===== src/pfc_pkg.sv =====
package pfc_pkg;

    // ----------------------------------------------------------------
    // configuration space byte offsets
    // ----------------------------------------------------------------
    localparam logic [7:0] PFC_OFF_INT_PIN = 8'h3d;
    localparam logic [7:0] PFC_OFF_GRANT_LAT = 8'h3e;
    localparam logic [7:0] PFC_OFF_ENDIAN_CTRL = 8'h40;

    // ----------------------------------------------------------------
    // function numbers
    // ----------------------------------------------------------------
    localparam logic [2:0] PFC_FUNC_CARDBUS = 3'h0;
    localparam logic [2:0] PFC_FUNC_HOST_CTRL = 3'h2;
    localparam logic [2:0] PFC_FUNC_SMART_CARD = 3'h5;

    // ----------------------------------------------------------------
    // interrupt pin encodings
    // ----------------------------------------------------------------
    localparam logic [7:0] PFC_PIN_INTA = 8'h01;
    localparam logic [7:0] PFC_PIN_INTC = 8'h03;
    localparam logic [7:0] PFC_PIN_DEFAULT = 8'h02;

    // ----------------------------------------------------------------
    // grant / latency hint layout and defaults
    // ----------------------------------------------------------------
    localparam logic [15:0] PFC_GRANT_LAT_RESET = 16'h0402;
    localparam logic [7:0] PFC_LAT_RESET = 8'h04;
    localparam logic [7:0] PFC_GNT_RESET = 8'h02;
    localparam int PFC_LAT_MSB = 15;
    localparam int PFC_LAT_LSB = 8;
    localparam int PFC_GNT_MSB = 7;
    localparam int PFC_GNT_LSB = 0;
    localparam int PFC_LOAD_NIB_W = 4;

    // ----------------------------------------------------------------
    // endian control register
    // ----------------------------------------------------------------
    localparam int PFC_SWAP_BIT = 0;
    localparam logic PFC_SWAP_RESET = 1'b0;

    // ----------------------------------------------------------------
    // system control tie bit positions (register lives elsewhere)
    // ----------------------------------------------------------------
    localparam int PFC_SYSCTL_TIE_BIT = 29;
    localparam int PFC_SYSCTL_JOIN_BIT = 28;

    // interrupt line indices
    localparam int PFC_IRQ_A = 0;
    localparam int PFC_IRQ_B = 1;

endpackage : pfc_pkg


===== src/pfc_quadlet_swap.sv =====
`timescale 1ns/1ps
`default_nettype none

// registered quadlet path with optional byte reversal
module pfc_quadlet_swap
    import pfc_pkg::*;
#(
    parameter int WIDTH = 32
) (
    input wire logic ref_clk_i,
    input wire logic reset_i,
    input wire logic swap_en_i,
    input wire logic [WIDTH-1:0] data_i,
    output logic [WIDTH-1:0] data_o
);

    logic [WIDTH-1:0] data_d; // next quadlet
    logic [WIDTH-1:0] data_q; // registered quadlet

    // ----------------------------------------------------------------
    // byte reversal, one lane per generate step
    // ----------------------------------------------------------------
    logic [WIDTH-1:0] swapped; // lanes in reverse order
    for (genvar i = 0; i < WIDTH / 8; i++) begin : g_lane
        assign swapped[i*8 +: 8] = data_i[WIDTH-8-i*8 +: 8];
    end

    // select straight or reversed
    always_comb begin
        data_d = swap_en_i ? swapped : data_i;
    end

    // register only
    always_ff @(posedge ref_clk_i or posedge reset_i) begin
        if (reset_i) begin
            data_q <= '0;
        end else begin
            data_q <= data_d;
        end
    end

    assign data_o = data_q;

endmodule : pfc_quadlet_swap

`default_nettype wire


===== src/pfc_irq_router.sv =====
`timescale 1ns/1ps
`default_nettype none

// internal joining of the four interrupt lines
module pfc_irq_router
    import pfc_pkg::*;
(
    input wire logic ref_clk_i,
    input wire logic reset_i,
    input wire logic irq_b_to_a_tie_i,
    input wire logic irq_join_all_i,
    input wire logic [3:0] irq_req_i,
    output logic [3:0] irq_line_o
);

    logic [3:0] line_d; // next line levels
    logic [3:0] line_q; // registered line levels

    // ----------------------------------------------------------------
    // routing
    // ----------------------------------------------------------------
    always_comb begin
        line_d = irq_req_i;
        if (irq_join_all_i) begin
            // join-all overrides the b-to-a tie
            line_d = '0;
            line_d[PFC_IRQ_A] = |irq_req_i;
        end else if (irq_b_to_a_tie_i) begin
            line_d[PFC_IRQ_A] = irq_req_i[PFC_IRQ_A] | irq_req_i[PFC_IRQ_B];
            line_d[PFC_IRQ_B] = 1'b0;
        end
    end

    // register only
    always_ff @(posedge ref_clk_i or posedge reset_i) begin
        if (reset_i) begin
            line_q <= '0;
        end else begin
            line_q <= line_d;
        end
    end

    assign irq_line_o = line_q;

endmodule : pfc_irq_router

`default_nettype wire


===== src/pfc_config_regs.sv =====
`timescale 1ns/1ps
`default_nettype none

// Functional notes
// - pin value: f0 INTA, f2 INTC unless join
// - tie bit routes INTB onto INTA
// - join-all bit merges all four lines
// - smart card pin from select, join gives INTA
// - pin register: 8-bit read-only at 3Dh
// - eeprom present: load hints after global reset
// - no eeprom: hint register reads 0402h
// - latency 15:8, grant 7:0, read-only
// - loader writes only low nibbles
// - hints cleared only by global reset pin
// - swap bit byte-reverses every quadlet
// - swap bit resets 0, read/write
// - endian register reserved bits read zero
module pfc_config_regs
    import pfc_pkg::*;
#(
    parameter int DATA_W = 32
) (
    input wire logic ref_clk_i,
    input wire logic reset_i,
    input wire logic global_reset_pin_n_i,
    input wire logic cfg_rd_i,
    input wire logic cfg_wr_i,
    input wire logic [2:0] cfg_func_i,
    input wire logic [7:0] cfg_addr_i,
    input wire logic [3:0] cfg_be_i,
    input wire logic [31:0] cfg_wdata_i,
    output logic [31:0] cfg_rdata_o,
    output logic cfg_ack_o,
    input wire logic irq_b_to_a_tie_i,
    input wire logic irq_join_all_i,
    input wire logic [7:0] smart_card_int_sel_i,
    input wire logic eeprom_present_i,
    input wire logic eeprom_load_valid_i,
    input wire logic [3:0] eeprom_latency_nib_i,
    input wire logic [3:0] eeprom_grant_nib_i,
    input wire logic [3:0] func_irq_i,
    output logic [3:0] irq_line_o,
    input wire logic [DATA_W-1:0] dma_wr_quadlet_i,
    output logic [DATA_W-1:0] dma_wr_quadlet_o,
    input wire logic [DATA_W-1:0] dma_rd_quadlet_i,
    output logic [DATA_W-1:0] dma_rd_quadlet_o,
    output logic global_swap_o
);

    // ----------------------------------------------------------------
    // helpers
    // ----------------------------------------------------------------

    // true when the access hits the dword holding a byte offset
    function automatic logic hits_dword(input logic [7:0] addr, input logic [7:0] off);
        hits_dword = (addr[7:2] == off[7:2]);
    endfunction : hits_dword

    // ----------------------------------------------------------------
    // global reset pin synchroniser
    // ----------------------------------------------------------------
    // asserts at once, releases after two edges so the hint
    // registers never leave reset in mid-cycle
    logic global_reset_pin_meta_q; // first stage, read only by the second
    logic global_reset_pin_sync_n_q; // synchronised, active low

    always_ff @(posedge ref_clk_i or negedge global_reset_pin_n_i) begin
        if (!global_reset_pin_n_i) begin
            global_reset_pin_meta_q <= 1'b0;
            global_reset_pin_sync_n_q <= 1'b0;
        end else begin
            global_reset_pin_meta_q <= 1'b1;
            global_reset_pin_sync_n_q <= global_reset_pin_meta_q;
        end
    end

    // ----------------------------------------------------------------
    // grant / latency hint register
    // ----------------------------------------------------------------
    // only the global reset pin touches these; reset_i does not
    logic [7:0] latency_hint_d; // next latency field
    logic [7:0] latency_hint_q; // latency field, bits 15:8
    logic [7:0] min_grant_d; // next grant field
    logic [7:0] min_grant_q; // grant field, bits 7:0
    logic load_done_d; // next load-taken flag
    logic load_done_q; // one load per global reset

    // loader update; software has no write path here
    always_comb begin
        latency_hint_d = latency_hint_q;
        min_grant_d = min_grant_q;
        load_done_d = load_done_q;
        // without an eeprom the defaults simply remain
        if (eeprom_present_i && eeprom_load_valid_i && !load_done_q) begin
            // upper nibbles keep their default values
            latency_hint_d[PFC_LOAD_NIB_W-1:0] = eeprom_latency_nib_i;
            min_grant_d[PFC_LOAD_NIB_W-1:0] = eeprom_grant_nib_i;
            load_done_d = 1'b1;
        end
    end

    // register only, cleared by the global pin alone
    always_ff @(posedge ref_clk_i or negedge global_reset_pin_sync_n_q) begin
        if (!global_reset_pin_sync_n_q) begin
            latency_hint_q <= PFC_LAT_RESET;
            min_grant_q <= PFC_GNT_RESET;
            load_done_q <= 1'b0;
        end else begin
            latency_hint_q <= latency_hint_d;
            min_grant_q <= min_grant_d;
            load_done_q <= load_done_d;
        end
    end

    // ----------------------------------------------------------------
    // endian control register
    // ----------------------------------------------------------------
    logic global_swap_d; // next swap bit
    logic global_swap_q; // swap bit

    // only bit 0 of byte lane 0 is writable
    always_comb begin
        global_swap_d = global_swap_q;
        if (cfg_wr_i && cfg_func_i == PFC_FUNC_HOST_CTRL
            && hits_dword(cfg_addr_i, PFC_OFF_ENDIAN_CTRL) && cfg_be_i[0]) begin
            global_swap_d = cfg_wdata_i[PFC_SWAP_BIT];
        end
    end

    // register only
    always_ff @(posedge ref_clk_i or posedge reset_i) begin
        if (reset_i) begin
            global_swap_q <= PFC_SWAP_RESET;
        end else begin
            global_swap_q <= global_swap_d;
        end
    end

    assign global_swap_o = global_swap_q;

    // ----------------------------------------------------------------
    // interrupt pin value per function
    // ----------------------------------------------------------------
    logic [7:0] interrupt_pin_value; // pin byte for the addressed function

    // purely derived from the tie inputs, never stored
    always_comb begin
        interrupt_pin_value = '0;
        case (cfg_func_i)
            PFC_FUNC_CARDBUS: begin
                interrupt_pin_value = PFC_PIN_INTA;
            end
            PFC_FUNC_HOST_CTRL: begin
                interrupt_pin_value = irq_join_all_i ? PFC_PIN_INTA : PFC_PIN_INTC;
            end
            PFC_FUNC_SMART_CARD: begin
                interrupt_pin_value = irq_join_all_i ? PFC_PIN_INTA : smart_card_int_sel_i;
            end
            default: begin
                // functions without a header here read zero
                interrupt_pin_value = '0;
            end
        endcase
    end

    // ----------------------------------------------------------------
    // configuration read path
    // ----------------------------------------------------------------
    logic [31:0] rdata_d; // next read data
    logic [31:0] rdata_q; // registered read data
    logic ack_d; // next acknowledge
    logic ack_q; // one-cycle acknowledge

    // read mux; writes to read-only fields fall through here unused
    always_comb begin
        rdata_d = rdata_q;
        ack_d = cfg_rd_i || cfg_wr_i;
        if (cfg_rd_i) begin
            rdata_d = '0;
            if (hits_dword(cfg_addr_i, PFC_OFF_INT_PIN)) begin
                // byte at 3Ch is the line register, not held here
                rdata_d[15:8] = interrupt_pin_value;
                if (cfg_func_i == PFC_FUNC_HOST_CTRL) begin
                    rdata_d[16 + PFC_LAT_MSB -: 8] = latency_hint_q;
                    rdata_d[16 + PFC_GNT_MSB -: 8] = min_grant_q;
                end
            end else if (hits_dword(cfg_addr_i, PFC_OFF_ENDIAN_CTRL)
                         && cfg_func_i == PFC_FUNC_HOST_CTRL) begin
                // reserved bits stay at zero from the clear above
                rdata_d[PFC_SWAP_BIT] = global_swap_q;
            end else begin
                // unmapped dwords read zero
                rdata_d = '0;
            end
        end
    end

    // register only
    always_ff @(posedge ref_clk_i or posedge reset_i) begin
        if (reset_i) begin
            rdata_q <= '0;
            ack_q <= 1'b0;
        end else begin
            rdata_q <= rdata_d;
            ack_q <= ack_d;
        end
    end

    assign cfg_rdata_o = rdata_q;
    assign cfg_ack_o = ack_q;

    // ----------------------------------------------------------------
    // data path byte swapping, one cycle latency each way
    // ----------------------------------------------------------------
    // the swap takes effect on the quadlet after the write lands;
    // software should change it only while the link is idle
    pfc_quadlet_swap #(
        .WIDTH(DATA_W)
    ) u_wr_swap (
        .ref_clk_i(ref_clk_i),
        .reset_i(reset_i),
        .swap_en_i(global_swap_q),
        .data_i(dma_wr_quadlet_i),
        .data_o(dma_wr_quadlet_o)
    );

    pfc_quadlet_swap #(
        .WIDTH(DATA_W)
    ) u_rd_swap (
        .ref_clk_i(ref_clk_i),
        .reset_i(reset_i),
        .swap_en_i(global_swap_q),
        .data_i(dma_rd_quadlet_i),
        .data_o(dma_rd_quadlet_o)
    );

    // ----------------------------------------------------------------
    // interrupt joining
    // ----------------------------------------------------------------
    // relies on software having put terminal three in serial irq
    // mode first; this block cannot check that
    pfc_irq_router u_irq_router (
        .ref_clk_i(ref_clk_i),
        .reset_i(reset_i),
        .irq_b_to_a_tie_i(irq_b_to_a_tie_i),
        .irq_join_all_i(irq_join_all_i),
        .irq_req_i(func_irq_i),
        .irq_line_o(irq_line_o)
    );

endmodule : pfc_config_regs

`default_nettype wire


===== config.mk =====
export PLATFORM = sky130hd
export DESIGN_NAME = pfc_config_regs
export DESIGN_NICKNAME = d
export VERILOG_FILES = /design/src/pfc_pkg.sv /design/src/pfc_quadlet_swap.sv /design/src/pfc_irq_router.sv /design/src/pfc_config_regs.sv
export SDC_FILE = /design/constraint.sdc
export NUM_CORES = 1
export LEC_CHECK = 0
export ABC_AREA = 1
export BUFFER_PORTS_ARGS = -buffer_cell sky130_fd_sc_hd__buf_4
export CELL_PAD_IN_SITES_DETAIL_PLACEMENT = 0
export CELL_PAD_IN_SITES_GLOBAL_PLACEMENT = 1
export CORE_ASPECT_RATIO = 0.8
export CORE_MARGIN = 2
export CORE_UTILIZATION = 30
export CTS_CLUSTER_SIZE = 8
export DETAILED_ROUTE_END_ITERATION = 16
export GPL_ROUTABILITY_DRIVEN = 0
export PLACE_DENSITY_LB_ADDON = 0.1
export SLEW_MARGIN = 20
export SYNTH_ARGS = -nofsm -noshare
export SYNTH_HDL_FRONTEND = slang
export SYNTH_SLANG_ARGS = --single-unit

===== constraint.sdc =====
create_clock -name ref_clk_i -period 3.94 [get_ports ref_clk_i]
set_clock_uncertainty 0.1 [all_clocks]
set_input_delay 1.182 -clock ref_clk_i [delete_from_list [all_inputs] [get_ports ref_clk_i]]
set_output_delay 1.182 -clock ref_clk_i [all_outputs]
set_load 0.01 [all_outputs]

==> results_dict.tcl <==
set metrics [dict create \
    outcome "complete, no violations" \
    drtIter0Drc 185 \
    clock_latency_ps 340 \
    use_met2_pct 23.39 \
    reg2reg_to "u_wr_swap.data_o[4]" \
    cts_tree "yes" \
    synth_top_family_by_area "simple AND/OR/NAND/NOR gates" \
    syn_area_per_cell_um2 9.050 \
    drv_slew 0 \
    hold_class "reg2async" \
    drt-total-wl_mm 9.984 \
    placed_area_um2 5488 \
    final_area_um2 5813 \
    avgRoutedWirePerCell_um 12.45 \
    start_util_pct 30.80 \
    slowest_delay_ps 590 \
    rows 37 \
    reg2reg_slack_ps 2100 \
    grt.overflow.total 0 \
    cp-start-kind "flop" \
    synth-seq-cells 98 \
    postLayoutCoreUtil_pct 45.17 \
    drc 0 \
    ys_seq_area_share_pct 61.93 \
    postSynthCellCount 438 \
    power_switching_share_pct 22.32 \
    use_met3_pct 5.721 \
    cp_slowest_cell "dfrtp_4" \
    clk_transition_reported_paths_ps 70 \
    grt_pass1_wl_mm 16.11 \
    ant_nets 0 \
    relSlewSlack_pct 40.74 \
    fillers 1305 \
    ys_top_cells_by_area "dfrtp_1, nand2_1, nor2_1" \
    crit_chain "buf_4" \
    synth_xor_area_share_pct 0 \
    p_int_mw 1.736 \
    fmax_ghz 0.4150 \
    ys_async_sr_fraction_pct 100.0 \
    ctsHoldBuffers 0 \
    cts_max_path_buffers 2 \
    finalNetCount 762 \
    rsz0062_at_grt "no" \
    antenna_found_initial 0 \
    grt_util_met1_pct 18.08 \
    ir_drop_v 0.0002125 \
    yosysTopAreaCellShare_pct 60.61 \
    arrival_ps 1130 \
    yosys.area_share.simple_pct 17.58 \
    ctsHtreeMaxLevel 3 \
    clock_sinks 98 \
    finalCriticalPeriod_ps 2410 \
    power.leakage_nw 3.107 \
    clockPowerShare_pct 41.3 \
    numCtsBuffers 9 \
    drive_above_1_share_pct 34.45 \
    end_kind "output port" \
    coreArea_um2 12870 \
    diodes 0 \
    synth-adder-area-share_pct 0 \
    holdWs_ps 45.19 \
    yosys.cell_types.count 19 \
    cts_setup_buffers 0 \
    vias_per_cell 4.178 \
    reg2reg_from "global_swap_o" \
    crit_buf_inv 1 \
    cts_resized 0 \
    synth-edff-count 0 \
    ff_latch_area_um2 2459 \
    ios 242 \
    fp.dieH_um 106.8 \
    switchingPower_mw 0.4988 \
    multiInputGateArea_um2 1137 \
    path_class "reg2out" \
    place_hpwl_mm 7.455 \
    die_w_um 132.5 \
    cellPowerDensity_nw_per_um2 384.4 \
    ys_warn_count 0 \
    cts_root_buf "clkbuf_16" \
    track_usage_pct 14.53 \
    synth_compound_area_share_pct 9.596 \
    cap_violations 0 \
    fin_crit_sh_pct 61.16 \
    setup_tns_ps 0 \
    busiest_layer "met2" \
    drt_first_pass_iters 4 \
    hold_viol 0 \
    grt_pass1_vias 3254 \
    synth_most_common_cell "dfrtp_1" \
    synth_flop_cell "dfrtp_1" \
    r2r_cells 2 \
    area_growth_pct 46.65 \
    num_vias 3351 \
    io_buffers 190 \
    cp_top_family "flip-flops" \
    synth_top_area_cell "dfrtp_1" \
    syn_area_um2 3964 \
    synth.area.mux_share_pct 0 \
    seq_power_share_pct 47.3 \
    grt_max_degree 109 \
    synth_common_cells "dfrtp_1, nand2_1, nor2_1" \
    power_frac_comb_pct 11.5 \
    worst_pin_slew_ps 888.9 \
    crit_path_max_fanout 24 \
    setup_viol 0 \
    die_area_um2 14150 \
    cp.required_ps 2660 \
]
==> through the flow <==
step	worst slack, ps	instances	power, mW
CTS	1489	802	2.280
finish	1530	802	2.234
global route	1479	802	2.342
global placement	1550	786	1.331
detailed placement	1510	786	1.336
floorplan	407.8	452	1.180
==> registers in the layout, summed over array words and instances, names as in the netlist, 4 cells and up <==
signal and cells:
cfg_rdata_o 17, latency_hint_q 4, min_grant_q 4, u_irq_router.irq_line_o 4
u_rd_swap.data_o 32, u_wr_swap.data_o 32
==> power by group through the flow <==
stage                     Combinational [mW]  Sequential [mW]  Clock [mW]
final                                  0.256             1.06       0.922
after global routing                   0.286             1.06       0.996
after CTS                              0.260             1.06       0.962
after detailed placement               0.260             1.08           0
after global placement                 0.256             1.07           0
after floorplan                       0.0862             1.09           0
==> area by class of cell <==
cell class	count	share of cell area, %
clock buffers	13	4.821
clock inverters	3	0.7749
inverters	58	3.767
multi-input cells	263	19.57
flip-flops and latches	98	42.29
well taps	175	3.767
repair buffers	192	25.01
==> worst max path at each step <==
stage	start	to	slack, ps	cells past startpoint
6_report	global_swap_o	global_swap_o	1530	1
5_1_grt	global_swap_o	global_swap_o	1480	1
4_1_cts	global_swap_o	global_swap_o	1490	1
3_5_place_dp	cfg_addr_i[6]	cfg_rdata_o[8]	1510	6
3_3_place_gp	cfg_addr_i[6]	cfg_rdata_o[27]	1550	6
2_1_floorplan	reset_i	cfg_ack_o	410	1
==> cell families (layout without fill, tap and decap cells) <==
| family | Yosys count | count (layout) |
|---|---|---|
| buffers and inverters | 91 | 266 |
| other | 2 | 16 |
| and+or+nand+nor | 171 | 171 |
| AOI/OAI and AO/OA | 76 | 76 |
| DFF | 98 | 98 |
==> layout by cell type, fill, tap and decap left out, types with 4 or more instances in the layout <==
cell	synthesis	layout
buf_4	15	191
o21ai_0	35	35
a21oi_1	41	41
nor2_1	68	68
inv_1	57	56
nand2_1	76	76
conb_1	2	16
nand3_1	22	22
dfrtp_1	96	95
clkbuf_16	0	9
clkbuf_8	0	4
==> metal layers <==
layer | vias up | routed length, µm
met4 | 0 | 141
met5 | - | 0
li1 | 1684 | -
met1 | 1540 | 4379
met2 | 117 | 4665
met3 | 10 | 797
Power figures use the tool's default switching activity.
